## config.mk

```make
export PLATFORM = sky130hd
export DESIGN_NAME = lcem_engine
export DESIGN_NICKNAME = d
export VERILOG_FILES = /design/src/lcem_pkg.sv /design/src/lcem_engine.sv
export SDC_FILE = /design/constraint.sdc
export NUM_CORES = 2
export LEC_CHECK = 0
export BUFFER_PORTS_ARGS = -buffer_cell sky130_fd_sc_hd__buf_2
export CAP_MARGIN = 10
export CORE_MARGIN = 2
export CORE_UTILIZATION = 57
export CTS_BUF_LIST = sky130_fd_sc_hd__clkbuf_4 sky130_fd_sc_hd__clkbuf_8 sky130_fd_sc_hd__clkbuf_16
export DETAILED_ROUTE_END_ITERATION = 12
export HOLD_SLACK_MARGIN = 0.02
export PLACE_DENSITY = 0.87
export REMOVE_ABC_BUFFERS = 1
export SYNTH_ARGS = -nofsm -noshare
export SYNTH_HDL_FRONTEND = slang
export SYNTH_SLANG_ARGS = --single-unit
```

## constraint.sdc

```tcl
create_clock -name clk_in -period 3.9 [get_ports clk_in]
set_clock_uncertainty 0.2 [all_clocks]
set_input_delay 0.585 -clock clk_in [delete_from_list [all_inputs] [get_ports clk_in]]
set_output_delay 0.585 -clock clk_in [all_outputs]
set_load 0.02 [all_outputs]
```

## src/lcem_pkg.sv

```systemverilog
package lcem_pkg;

	// ************************************************************
	// instruction word layout
	// ************************************************************
	localparam int OP_W = 5;
	localparam int ARG_W = 8;
	localparam int IMM_W = 16;

	// ************************************************************
	// element banks and operand address map
	// ************************************************************
	localparam int NUM_X = 16;
	localparam int NUM_R = 64;
	localparam int NUM_C = 8;
	localparam int NUM_T = 8;
	localparam int R_IW = 6;
	localparam int C_IW = 3;
	localparam int T_IW = 3;
	localparam int X_IW = 4;
	localparam logic [ARG_W-1:0] BASE_X = 8'h00;
	localparam logic [ARG_W-1:0] BASE_R = 8'h20;
	localparam logic [ARG_W-1:0] BASE_C = 8'h60;
	localparam logic [ARG_W-1:0] BASE_T = 8'h70;

	// ************************************************************
	// nesting of gated regions
	// ************************************************************
	localparam int NEST = 8;
	localparam int NEST_W = 3;

	// ************************************************************
	// reset values and opcodes
	// ************************************************************
	localparam logic [IMM_W-1:0] VAL_ZERO = 16'h0000;
	localparam logic [IMM_W-1:0] VAL_ONE = 16'h0001;
	localparam logic [OP_W-1:0] OP_NOP = 5'h00;
	localparam logic [OP_W-1:0] OP_LOAD = 5'h01;
	localparam logic [OP_W-1:0] OP_SERIES = 5'h02;
	localparam logic [OP_W-1:0] OP_PARALLEL = 5'h03;
	localparam logic [OP_W-1:0] OP_DRIVE = 5'h04;
	localparam logic [OP_W-1:0] OP_LATCH = 5'h05;
	localparam logic [OP_W-1:0] OP_CLEAR = 5'h06;
	localparam logic [OP_W-1:0] OP_COUNT_UP = 5'h07;
	localparam logic [OP_W-1:0] OP_TIMER = 5'h08;
	localparam logic [OP_W-1:0] OP_GATE_BEGIN = 5'h09;
	localparam logic [OP_W-1:0] OP_GATE_END = 5'h0A;
	localparam logic [OP_W-1:0] OP_LOAD_RISE = 5'h0B;
	localparam logic [OP_W-1:0] OP_LOAD_FALL = 5'h0C;
	localparam logic [OP_W-1:0] OP_SERIES_RISE = 5'h0D;
	localparam logic [OP_W-1:0] OP_SERIES_FALL = 5'h0E;
	localparam logic [OP_W-1:0] OP_PAR_RISE = 5'h0F;
	localparam logic [OP_W-1:0] OP_PAR_FALL = 5'h10;
	localparam logic [OP_W-1:0] OP_PROG_END = 5'h11;
	localparam logic [OP_W-1:0] OP_APPLY = 5'h12;

endpackage

```

## src/lcem_engine.sv

```systemverilog
// What this block does
// RULE_01 - rising count input adds one, energises coil
// RULE_02 - count equal to set closes contact
// RULE_03 - reached counter ignores further pulses
// RULE_04 - program restarts counter only via clear
// RULE_05 - enabled region executes its instructions normally
// RULE_06 - disabled region zeroes timers, coil and contact
// RULE_07 - disabled region drops counter coil, holds count
// RULE_08 - disabled region drops outputs, blocks applications
// RULE_09 - disabled region keeps latched elements unchanged
// RULE_10 - program closes region, no contact before end
// RULE_11 - eight nesting levels, each enable tracked separately
// RULE_12 - rising load stores off-to-on transition
// RULE_13 - falling load stores on-to-off transition
// RULE_14 - contact on at power-up rises first scan
// RULE_15 - rising series ands transition into result
// RULE_16 - falling series ands transition into result
// RULE_17 - rising parallel ors transition into result
// RULE_18 - falling parallel ors transition into result
// RULE_19 - scan runs from zero to end, repeats
// RULE_20 - program must finish with an end instruction
// RULE_21 - clear zeroes counter, drops coil and contact
// RULE_22 - one history bit per edge instruction
module lcem_engine #(
	parameter int PC_W = 8
) (
	input wire logic clk_in,
	input wire logic rstn_in,
	input wire logic [lcem_pkg::NUM_X-1:0] contact_pins_in,
	input wire logic [lcem_pkg::OP_W-1:0] instr_op_in,
	input wire logic [lcem_pkg::ARG_W-1:0] instr_arg_in,
	input wire logic [lcem_pkg::IMM_W-1:0] instr_imm_in,
	output logic [PC_W-1:0] pc_out,
	output logic [lcem_pkg::NUM_R-1:0] relay_out,
	output logic [lcem_pkg::NUM_C-1:0] cnt_contact_out,
	output logic [lcem_pkg::NUM_T-1:0] tmr_contact_out,
	output logic region_gate_out,
	output logic apply_fire_out,
	output logic scan_done_out
);
	import lcem_pkg::*;

	// ************************************************************
	// parameter check
	// ************************************************************
	generate
		if (PC_W < 2 || PC_W > 12)
		begin : g_bad_pc
			$error("PC_W must lie between 2 and 12");
		end
	endgenerate

	// ************************************************************
	// state
	// ************************************************************
	logic [NUM_X-1:0] x_meta;
	logic [NUM_X-1:0] x_sync;
	logic [PC_W-1:0] pc, next_pc;
	logic acc, next_acc;
	logic [NUM_R-1:0] relay, next_relay;
	logic [IMM_W-1:0] cnt_val [NUM_C];
	logic [IMM_W-1:0] next_cnt_val [NUM_C];
	logic [IMM_W-1:0] cnt_set [NUM_C];
	logic [IMM_W-1:0] next_cnt_set [NUM_C];
	logic [NUM_C-1:0] cnt_coil, next_cnt_coil;
	logic [IMM_W-1:0] tmr_val [NUM_T];
	logic [IMM_W-1:0] next_tmr_val [NUM_T];
	logic [IMM_W-1:0] tmr_set [NUM_T];
	logic [IMM_W-1:0] next_tmr_set [NUM_T];
	logic [NUM_T-1:0] tmr_coil, next_tmr_coil;
	logic [NEST-1:0] mc_active, next_mc_active;
	logic [NEST-1:0] mc_cond, next_mc_cond;
	logic [2**PC_W-1:0] edge_hist, next_edge_hist;
	logic scan_done, next_scan_done;
	logic gate;
	logic opnd;
	logic rise;
	logic fall;
	logic is_r, is_c, is_t;
	logic [R_IW-1:0] ridx;
	logic [C_IW-1:0] cidx;
	logic [T_IW-1:0] tidx;
	logic [NEST_W-1:0] nest;
	logic [NUM_C-1:0] cnt_hit;
	logic cnt_step;

	// ************************************************************
	// operand decode helpers
	// ************************************************************
	function automatic logic in_bank(input logic [ARG_W-1:0] a, input logic [ARG_W-1:0] base,
		input int n);
		in_bank = (a >= base) && (int'(a) < int'(base) + n);
	endfunction

	function automatic logic [ARG_W-1:0] bank_off(input logic [ARG_W-1:0] a,
		input logic [ARG_W-1:0] base);
		bank_off = a - base;
	endfunction

	// pin contacts pass two flops before use
	always_ff @(posedge clk_in or negedge rstn_in)
	begin
		if (!rstn_in)
		begin
			x_meta <= '0;
			x_sync <= '0;
		end
		else
		begin
			x_meta <= contact_pins_in;
			x_sync <= x_meta;
		end
	end

	// ************************************************************
	// operand fetch and edge detection
	// ************************************************************
	// contact state of the selected element
	always_comb
	begin
		is_r = in_bank(instr_arg_in, BASE_R, NUM_R);
		is_c = in_bank(instr_arg_in, BASE_C, NUM_C);
		is_t = in_bank(instr_arg_in, BASE_T, NUM_T);
		ridx = R_IW'(bank_off(instr_arg_in, BASE_R));
		cidx = C_IW'(bank_off(instr_arg_in, BASE_C));
		tidx = T_IW'(bank_off(instr_arg_in, BASE_T));
		nest = instr_arg_in[NEST_W-1:0];
		opnd = 1'b0;
		if (in_bank(instr_arg_in, BASE_X, NUM_X))
			opnd = x_sync[X_IW'(bank_off(instr_arg_in, BASE_X))];
		else if (is_r)
			opnd = relay[ridx];
		else if (is_c)
			opnd = cnt_hit[cidx];
		else if (is_t)
			opnd = tmr_contact_out[tidx];
		gate = &(mc_cond | ~mc_active); // RULE_05 RULE_11
		rise = opnd & ~edge_hist[pc]; // RULE_22 RULE_14
		fall = ~opnd & edge_hist[pc]; // RULE_22
		cnt_step = (instr_op_in == OP_COUNT_UP) && is_c && gate && acc && !cnt_coil[cidx]
			&& (cnt_val[cidx] != instr_imm_in);
	end

	// contacts derived from counter and timer state
	generate
		for (genvar i = 0; i < NUM_C; i++)
		begin : g_cnt
			assign cnt_hit[i] = (cnt_val[i] == cnt_set[i]); // RULE_02
		end
		for (genvar j = 0; j < NUM_T; j++)
		begin : g_tmr
			assign tmr_contact_out[j] = tmr_coil[j] && (tmr_val[j] >= tmr_set[j]);
		end
	endgenerate
	assign cnt_contact_out = cnt_hit;

	// ************************************************************
	// instruction execution
	// ************************************************************
	// next values of all engine state except the pin synchroniser flops
	always_comb
	begin
		next_pc = PC_W'(pc + 1'b1);
		next_acc = acc;
		next_relay = relay;
		next_cnt_val = cnt_val;
		next_cnt_set = cnt_set;
		next_cnt_coil = cnt_coil;
		next_tmr_val = tmr_val;
		next_tmr_set = tmr_set;
		next_tmr_coil = tmr_coil;
		next_mc_active = mc_active;
		next_mc_cond = mc_cond;
		next_edge_hist = edge_hist;
		next_scan_done = 1'b0;
		apply_fire_out = 1'b0;
		case (instr_op_in)
			OP_LOAD: next_acc = opnd;
			OP_SERIES: next_acc = acc & opnd;
			OP_PARALLEL: next_acc = acc | opnd;
			OP_LOAD_RISE:
			begin
				next_acc = rise; // RULE_12
				next_edge_hist[pc] = opnd;
			end
			OP_LOAD_FALL:
			begin
				next_acc = fall; // RULE_13
				next_edge_hist[pc] = opnd;
			end
			OP_SERIES_RISE:
			begin
				next_acc = acc & rise; // RULE_15
				next_edge_hist[pc] = opnd;
			end
			OP_SERIES_FALL:
			begin
				next_acc = acc & fall; // RULE_16
				next_edge_hist[pc] = opnd;
			end
			OP_PAR_RISE:
			begin
				next_acc = acc | rise; // RULE_17
				next_edge_hist[pc] = opnd;
			end
			OP_PAR_FALL:
			begin
				next_acc = acc | fall; // RULE_18
				next_edge_hist[pc] = opnd;
			end
			OP_DRIVE:
			begin
				if (is_r)
					next_relay[ridx] = acc & gate; // RULE_08
			end
			OP_LATCH:
			begin
				if (is_r && gate && acc) // RULE_09
					next_relay[ridx] = 1'b1;
			end
			OP_CLEAR:
			begin
				if (gate && acc) // RULE_09
				begin
					if (is_r)
						next_relay[ridx] = 1'b0;
					if (is_c)
					begin
						next_cnt_val[cidx] = VAL_ZERO; // RULE_21 RULE_04
						next_cnt_coil[cidx] = 1'b0;
					end
					if (is_t)
					begin
						next_tmr_val[tidx] = VAL_ZERO;
						next_tmr_coil[tidx] = 1'b0;
					end
				end
			end
			OP_COUNT_UP:
			begin
				if (is_c)
				begin
					next_cnt_set[cidx] = instr_imm_in;
					if (!gate)
						next_cnt_coil[cidx] = 1'b0; // RULE_07
					else
					begin
						next_cnt_coil[cidx] = acc; // RULE_01
						if (cnt_step) // RULE_03
							next_cnt_val[cidx] = cnt_val[cidx] + VAL_ONE; // RULE_01
					end
				end
			end
			OP_TIMER:
			begin
				if (is_t)
				begin
					next_tmr_set[tidx] = instr_imm_in;
					if (gate && acc)
					begin
						next_tmr_coil[tidx] = 1'b1;
						if (tmr_val[tidx] < instr_imm_in)
							next_tmr_val[tidx] = tmr_val[tidx] + VAL_ONE;
					end
					else
					begin
						next_tmr_val[tidx] = VAL_ZERO; // RULE_06
						next_tmr_coil[tidx] = 1'b0; // RULE_06
					end
				end
			end
			OP_GATE_BEGIN:
			begin
				next_mc_active[nest] = 1'b1; // RULE_11
				next_mc_cond[nest] = acc;
			end
			OP_GATE_END:
			begin
				// closing a level also closes any deeper one
				for (int k = 0; k < NEST; k++)
					if (k >= int'(nest))
						next_mc_active[k] = 1'b0; // RULE_11 RULE_10
			end
			OP_APPLY: apply_fire_out = gate & acc; // RULE_08
			OP_PROG_END:
			begin
				next_pc = '0; // RULE_19 RULE_20
				next_mc_active = '0;
				next_scan_done = 1'b1;
			end
			default: next_acc = acc;
		endcase
	end

	// registers of the engine
	always_ff @(posedge clk_in or negedge rstn_in)
	begin
		if (!rstn_in)
		begin
			pc <= '0;
			acc <= 1'b0;
			relay <= '0;
			cnt_coil <= '0;
			tmr_coil <= '0;
			mc_active <= '0;
			mc_cond <= '0;
			edge_hist <= '0; // RULE_14
			scan_done <= 1'b0;
			for (int i = 0; i < NUM_C; i++)
			begin
				cnt_val[i] <= VAL_ZERO;
				cnt_set[i] <= VAL_ZERO;
			end
			for (int j = 0; j < NUM_T; j++)
			begin
				tmr_val[j] <= VAL_ZERO;
				tmr_set[j] <= VAL_ZERO;
			end
		end
		else
		begin
			pc <= next_pc;
			acc <= next_acc;
			relay <= next_relay;
			cnt_val <= next_cnt_val;
			cnt_set <= next_cnt_set;
			cnt_coil <= next_cnt_coil;
			tmr_val <= next_tmr_val;
			tmr_set <= next_tmr_set;
			tmr_coil <= next_tmr_coil;
			mc_active <= next_mc_active;
			mc_cond <= next_mc_cond;
			edge_hist <= next_edge_hist;
			scan_done <= next_scan_done;
		end
	end

	assign pc_out = pc;
	assign relay_out = relay;
	assign region_gate_out = gate;
	assign scan_done_out = scan_done;

	// ************************************************************
	// checks
	// ************************************************************
	property p_count_step;
		@(posedge clk_in) disable iff (!rstn_in)
		cnt_step |=> cnt_val[$past(cidx)] == IMM_W'($past(cnt_val[cidx]) + VAL_ONE);
	endproperty
	a_count_step: assert property (p_count_step) else $error("count did not step"); // RULE_01

	property p_count_hit;
		@(posedge clk_in) disable iff (!rstn_in)
		(cnt_step && IMM_W'(cnt_val[cidx] + VAL_ONE) == instr_imm_in)
		|=> cnt_contact_out[$past(cidx)];
	endproperty
	a_count_hit: assert property (p_count_hit) else $error("contact not closed"); // RULE_02

	property p_count_hold;
		@(posedge clk_in) disable iff (!rstn_in)
		(instr_op_in == OP_COUNT_UP && is_c && cnt_val[cidx] == instr_imm_in)
		|=> cnt_val[$past(cidx)] == $past(cnt_val[cidx]) && cnt_contact_out[$past(cidx)];
	endproperty
	a_count_hold: assert property (p_count_hold) else $error("reached count moved"); // RULE_03

	property p_count_gated;
		@(posedge clk_in) disable iff (!rstn_in)
		(instr_op_in == OP_COUNT_UP && is_c && !gate)
		|=> !cnt_coil[$past(cidx)] && cnt_val[$past(cidx)] == $past(cnt_val[cidx]);
	endproperty
	a_count_gated: assert property (p_count_gated) else $error("gated counter wrong"); // RULE_07

	property p_timer_gated;
		@(posedge clk_in) disable iff (!rstn_in)
		(instr_op_in == OP_TIMER && is_t && !gate)
		|=> tmr_val[$past(tidx)] == VAL_ZERO && !tmr_contact_out[$past(tidx)];
	endproperty
	a_timer_gated: assert property (p_timer_gated) else $error("gated timer wrong"); // RULE_06

	property p_drive_gated;
		@(posedge clk_in) disable iff (!rstn_in)
		(instr_op_in == OP_DRIVE && is_r && !gate) |=> !relay_out[$past(ridx)];
	endproperty
	a_drive_gated: assert property (p_drive_gated) else $error("gated coil on"); // RULE_08

	property p_load_rise;
		@(posedge clk_in) disable iff (!rstn_in)
		(instr_op_in == OP_LOAD_RISE) |=> acc == ($past(opnd) && !$past(edge_hist[pc]));
	endproperty
	a_load_rise: assert property (p_load_rise) else $error("rising load wrong"); // RULE_12

	property p_scan_wrap;
		@(posedge clk_in) disable iff (!rstn_in)
		(instr_op_in == OP_PROG_END) |=> pc_out == '0 ##1 pc_out == PC_W'(1);
	endproperty
	a_scan_wrap: assert property (p_scan_wrap) else $error("scan did not wrap"); // RULE_19

	property p_gate_off;
		@(posedge clk_in) disable iff (!rstn_in)
		(instr_op_in == OP_GATE_BEGIN && !acc) |=> !region_gate_out;
	endproperty
	a_gate_off: assert property (p_gate_off) else $error("region not closed"); // RULE_11

endmodule

```

=== Yosys cells after proc, flatten, opt, wreduce, memory -nomap -nowiden ===
Index checks and enable logic that the tools add are counted.

* Shifts and indexed selects: 0
* Multiply operators: 0
* Reduce and logical (&&, ||, !) cells: 49
* Bitwise logic cells: 28
* Equal/unequal tests: 45
* Mux-type cells: 83
* Div/mod/pow operators: 0
* Magnitude comparators: 39
* $add $sub $neg: 6

{| class="wikitable"
|+ Operators by type and width
! kind !! count
|-
| $mux 128 || 10
|-
| $bwmux 128 || 4
|-
| $pmux 128 s2 || 2
|-
| $and 128x128->128 || 2
|-
| $bwmux 256 || 1
|-
| $mux 64 || 4
|-
| $not 128->128 || 2
|-
| $pmux 64 s3 || 1
|-
| $eq 16x16->1 || 8
|-
| $ge 16x16->1 || 8
|-
| $bmux 16 s3 || 2
|-
| $demux 16 s3 || 2
|-
| $mux 16 || 6
|-
| $mux 8 || 9
|-
| $and 64x64->64 || 1
|-
| $bwmux 64 || 1
|-
| $not 64->64 || 1
|-
| $or 64x64->64 || 1
|-
| $eq 5x4->1 const B || 8
|-
| $ne 2x2->1 const B || 17
|-
| $add 16x1->16 const B || 2
|-
| $pmux 8 s2 || 2
|-
| $logic_and 1x1->1 || 27
|-
| $lt 8x7->1 const B || 3
|-
| 53 further kinds || 126
|}

* Register bits: 906
* Latch bits: 0
* Logic and storage cells: 300
* RAM bits: 0
* Memories: 0
* Bits in read-only memories: 0

=== Longest topological paths before layout ===
* Depth after elaboration: 12
* Gate-level depth with buffers: 19
* Gate-level depth less buffers: 13

=== Worst setup path before layout ===
No wires, ideal clock.

* Path type: input to register
* Start point: in instr_arg_in[2] in the netlist's numbering
* End point: reg tmr_val[35] in the netlist's numbering
* Stages on the path: 18
* Setup time: 0.135 ns
* Data required time: 3.565 ns
* Path slack: -1.133 ns
* Arrival: 4.698 ns
* Path buffers: 6
* Path through: buf_2 > buf_2 > buf_2 > clkbuf_1 > nand2_1 > nor2_1 > clkbuf_1 > a22oi_1 > nand3_1 > ha_1 > a21o_1 > a2111oi_0 > o21ai_0 > o311ai_1 > o211ai_1 > clkbuf_1 > nand2_1 > o21ai_0

* Cells in the longest elaborated chain, start to end: 11
* Elaborated cells between the ends (all ways): 28

{| class="wikitable"
|+ Ends and longest elaborated chain
! element !! RTL line !! text
|-
| start, declared || lcem_engine.sv:31 || <nowiki>input wire logic [lcem_pkg::ARG_W-1:0] instr_arg_in,</nowiki>
|-
| $sub 3x1->3 || lcem_engine.sv:97 || <nowiki>bank_off = a - base;</nowiki>
|-
| $not 3->4 (implied by the code) || n/a ||
|-
| $bmux 16 s3, or another cell as far along || lcem_engine.sv:262, lcem_engine.sv:263 ||
|-
| $mux 16 (implied by the code) or $logic_and 1x1->1 (tied branches) || n/a ||
|-
| $mux 16, on equally long branches || n/a ||
|-
| $add 16x1->16 or $demux 16 s3 (tied branches) || lcem_engine.sv:263, lcem_engine.sv:234, lcem_engine.sv:267 ||
|-
| $bwmux 128 or $not 128->128 (tied branches) || n/a ||
|-
| $mux 128 or $and 128x128->128 (tied branches) || n/a ||
|-
| $mux 128, on equally long branches || lcem_engine.sv:259, lcem_engine.sv:232 ||
|-
| $mux 128, on equally long branches || lcem_engine.sv:256, lcem_engine.sv:223 ||
|-
| $pmux 128 s2 || lcem_engine.sv:177 || <nowiki>case (instr_op_in)</nowiki>
|-
| end signal, assigned || lcem_engine.sv:328 || <nowiki>tmr_val <= next_tmr_val;</nowiki>
|-
| end, declared || lcem_engine.sv:66 || <nowiki>logic [IMM_W-1:0] tmr_val [NUM_T];</nowiki>
|}

Parallel ways exist; a longest one is shown, timed or not. The select of a mux whose other input is x is not followed.
A chain may end at the register's enable or synchronous reset.

=== Worst setup path after layout ===
* Start point: reg tmr_val[6] in the netlist's numbering
* End point: out tmr_contact_out[7] in the netlist's numbering

* Cells in the longest elaborated chain, start to end: 2

{| class="wikitable"
|+ Ends and longest elaborated chain
! element !! RTL line !! text
|-
| $ge 16x16->1 || lcem_engine.sv:152 || <nowiki>assign tmr_contact_out[j] = tmr_coil[j] && (tmr_val[j] >= tmr_set[j]);</nowiki>
|-
| $logic_and 1x1->1 || lcem_engine.sv:152 ||
|-
| end, declared || lcem_engine.sv:36 || <nowiki>output logic [lcem_pkg::NUM_T-1:0] tmr_contact_out,</nowiki>
|}

Every way passes these cells.

==> run_results.csv <==
group,metric,value,unit
timing,clock.fmax,253,MHz
power_and_ir_drop,leakagePower,24.0,nW
setup_path,arrival,3.16,ns
final_layout,fill_cells,5421,
flow_run,maxCapViolCount,0,
timing,layout_setup_ws,-0.0492,ns
grt,grt_pass1_vias,38600,
timing,min_period_over_period,101,%
grt,grt_pass1_wl,236000,um
clock_network,clock-sinks,906,
synthesis,seq_area_frac_synth,49.9,%
setup_path,crit_type,"reg -> out",
final_layout,area_growth_syn_to_layout,17.8,%
timing,setup_viol,5,
timing,finalCriticalPeriod,3.95,ns
timing,worst_pin_slew,1.25,ns
clock_network,root_buffer,"clkbuf_16",
synthesis,synthFlopType,"dfrtp_1",
drt,ant_nets,0,
final_layout,fin_nets,4846,
synthesis,ys_ff_latch,906,
placed_design,gp_congestion,1.03,
floorplanning,fp.coreArea,78900,um2
setup_path,crit_fanout,2,
synthesis,synth_cell_types,89,
final_layout,drive_gt1_share,23.0,%
drt,drc_errors,0,
synthesis,yosysMostFrequentCell,"dfrtp_1",
clock_network,clk_pin_slew_worst_paths,0.06,ns
setup_path,rr_worst_depth,12,
synthesis,synth_edf_count,0,
clock_network,cts_tree,"yes",
floorplanning,die_y,286,um
drt,wirelength,156000,um
synthesis,synth_top_area_share,49.9,%
min_path,whs_path_depth,2,
drt,drt-pass1-iter-count,8,
synthesis,syn_area,45400,um2
floorplanning,core.rowCount,103,
synthesis,yosys.area.top_type,"dfrtp_1",
placed_design,port_buffers,137,
power_and_ir_drop,power_density,457,nW/um2
outcome,violations,"setup timing",
synthesis,yosysWarningCount,0,
clock_network,cts-htree-levels,3,
setup_path,rrSetupSlack,0.03,ns
clock_network,insertion_delay,0.69,ns
setup_path,crit_path_end_kind,"output port",
floorplanning,ios,138,
placed_design,post-place-ws,-0.706,ns
grt,antenna_found_initial,12,
timing,final_max_slew_viol_count,0,
floorplanning,die_w,286,um
min_path,min_path_type,"in -> reg",
clock_network,clk_path_buf_depth,3,
synthesis,synthTopCellsByCount,"dfrtp_1, nand2_1, o21ai_0, a21oi_1, a31oi_1",
min_path,hold_start,"instr_imm_in[11]",
synthesis,netlist_top_cells_area,"dfrtp_1, mux4_2, o21ai_0",
power_and_ir_drop,max-vdd-ir-drop,0.511,mV
synthesis,async_flop_share,100,%
drt,vias,39400,
grt,grt_max_degree,128,
grt,track_usage,38.0,%
floorplanning,design.die.area,81900,um2
clock_network,cts_buffers,94,
drt,wire_per_inst,27.0,um
synthesis,synth.avg_cell_area,10.5,um2
setup_path,cp.required,3.12,ns
grt,grt-ovfl-total,0,
outcome,status,"finished, violations left",
timing,finalHoldViolCount,0,
setup_path,start_kind,"flop",
timing,timing.slew.headroom,17.0,%
setup_path,reg2reg_from,"tmr_val[45]$_DFFE_PN0P_",
min_path,min_to,"cnt_set[75]$_DFFE_PN0P_",
drt,viasPerCell,6.81,
synthesis,synth_cells,4335,
drt,drtIter0Drc,5545,
floorplanning,start_util,57.6,%
placed_design,hpwlAfterDp,107000,um
setup_path,worstReg2RegEnd,"tmr_val[99]$_DFFE_PN0P_",
timing,fin_setup_tns,-0.111,ns
==> flip-flops by register name, indices dropped and copies added, names as in the netlist, 8 cells and up, named ones only <==
register   flops
tmr_val      128
relay_out     64
x_sync        16
cnt_set      128
mc_cond        8
edge_hist    256
mc_active      8
x_meta        16
tmr_set      128
cnt_coil       8
pc_out         8
cnt_val      128
==> worst max-delay path, cell delays in order (launching register included) <==
cell and delay, ns:
dfrtp_1 0.40, buf_4 0.16, ha_1 0.30, nand2_1 0.05
o21ai_0 0.33, nand4_1 0.14, o211ai_1 0.18, a31oi_1 0.19
nor2b_1 0.47, buf_2 0.27
==> metal layers <==
metal	GRT usage, %	vias up	share of wire, %
met5	0.930	-	0.13
met4	24.6	16	8.2
met3	10.2	792	12
met2	57.9	2924	44
met1	48.0	19200	35
li1	-	16400	-
==> placed cells by master (no fill, tap or decap), types with 31 or more instances in the layout <==
cell and n:
a21oi_1 326, a22oi_1 31, a31oi_1 260, buf_12 36, buf_2 136, buf_4 374, clkbuf_16 95, dfrtp_1 902
ha_1 148, inv_1 168, mux2_2 170, mux2i_1 50, mux4_2 90, nand2_1 453, nand2b_1 37, nand3_1 32
nand4_1 63, nor2_1 105, o21ai_0 396, o2bb2ai_1 97, o31ai_1 41, xnor2_1 158
==> where the power goes <==
group	internal (mW)	switching, mW
combinational	1.40	2.45
sequential	9.99	0.586
clock	5.96	4.05
total	17.3	7.09
==> area by class of cell <==
| cell class | instances | area (um2) | area share [%] |
|---|---|---|---|
| flip-flops and latches | 906 | 22700 | 42.4 |
| multi-input cells | 2910 | 20900 | 39.2 |
| repair buffers | 566 | 4420 | 8.26 |
| clock buffers | 121 | 2690 | 5.02 |
| well taps | 1050 | 1310 | 2.46 |
| clock inverters | 55 | 766 | 1.43 |
| inverters | 172 | 646 | 1.21 |
| diodes | 6 | 15.0 | 0.0281 |
==> metrics by stage <==
stage / total power, mW / std cells / util (%) / hold WS, ns / instance area, um2
2_1_floorplan: 12.6 / 3988 / - / 0.0894 / 43900
3_3_place_gp: 14.1 / 5582 / 62.9 / 0.133 / 49600
3_5_place_dp: 14.3 / 5582 / 62.9 / 0.135 / 49600
4_1_cts: 24.2 / 5775 / 67.5 / 0.106 / 53300
5_1_grt: 25.1 / 5782 / 67.8 / 0.0964 / 53400
6_report: 24.4 / 5786 / 67.8 / 0.106 / 53500
==> cells by family (layout without fill, tap and decap cells) <==
group,after synthesis,after routing,share of synthesized area [%]
flip-flops,906,906,49.9
AND/OR/NAND/NOR,908,908,9.43
XOR/XNOR,169,169,3.26
adder cells (fa/ha/maj),150,150,4.13
other,0,6,0
multiplexers,319,319,10.0
AO/OA/AOI/OAI,1364,1364,18.6
buffers and inverters,519,914,4.64
==> worst max path at each step <==
stage	startpoint	endpoint
3_5_place_dp	instr_arg_in[1]	tmr_val[9]$_DFFE_PN0P_
2_1_floorplan	tmr_val[36]$_DFFE_PN0P_	edge_hist[159]$_DFFE_PN0P_
4_1_cts	tmr_val[36]$_DFFE_PN0P_	tmr_contact_out[5]
6_report	tmr_val[6]$_DFFE_PN0P_	tmr_contact_out[7]
5_1_grt	instr_arg_in[1]	tmr_val[9]$_DFFE_PN0P_
3_3_place_gp	instr_arg_in[1]	tmr_val[9]$_DFFE_PN0P_
==> what timing repair did <==
item / CTS / global route
buffers inserted: 0 / 2
setup endpoints to repair: 131 / 132
gates resized for setup: 8 / 36
hold buffers: 17 / 0
endpoints found under the hold margin: 73 / 0
pin swaps: 0 / 7
gates cloned: 0 / 3
(Power assumes the default switching activity.)
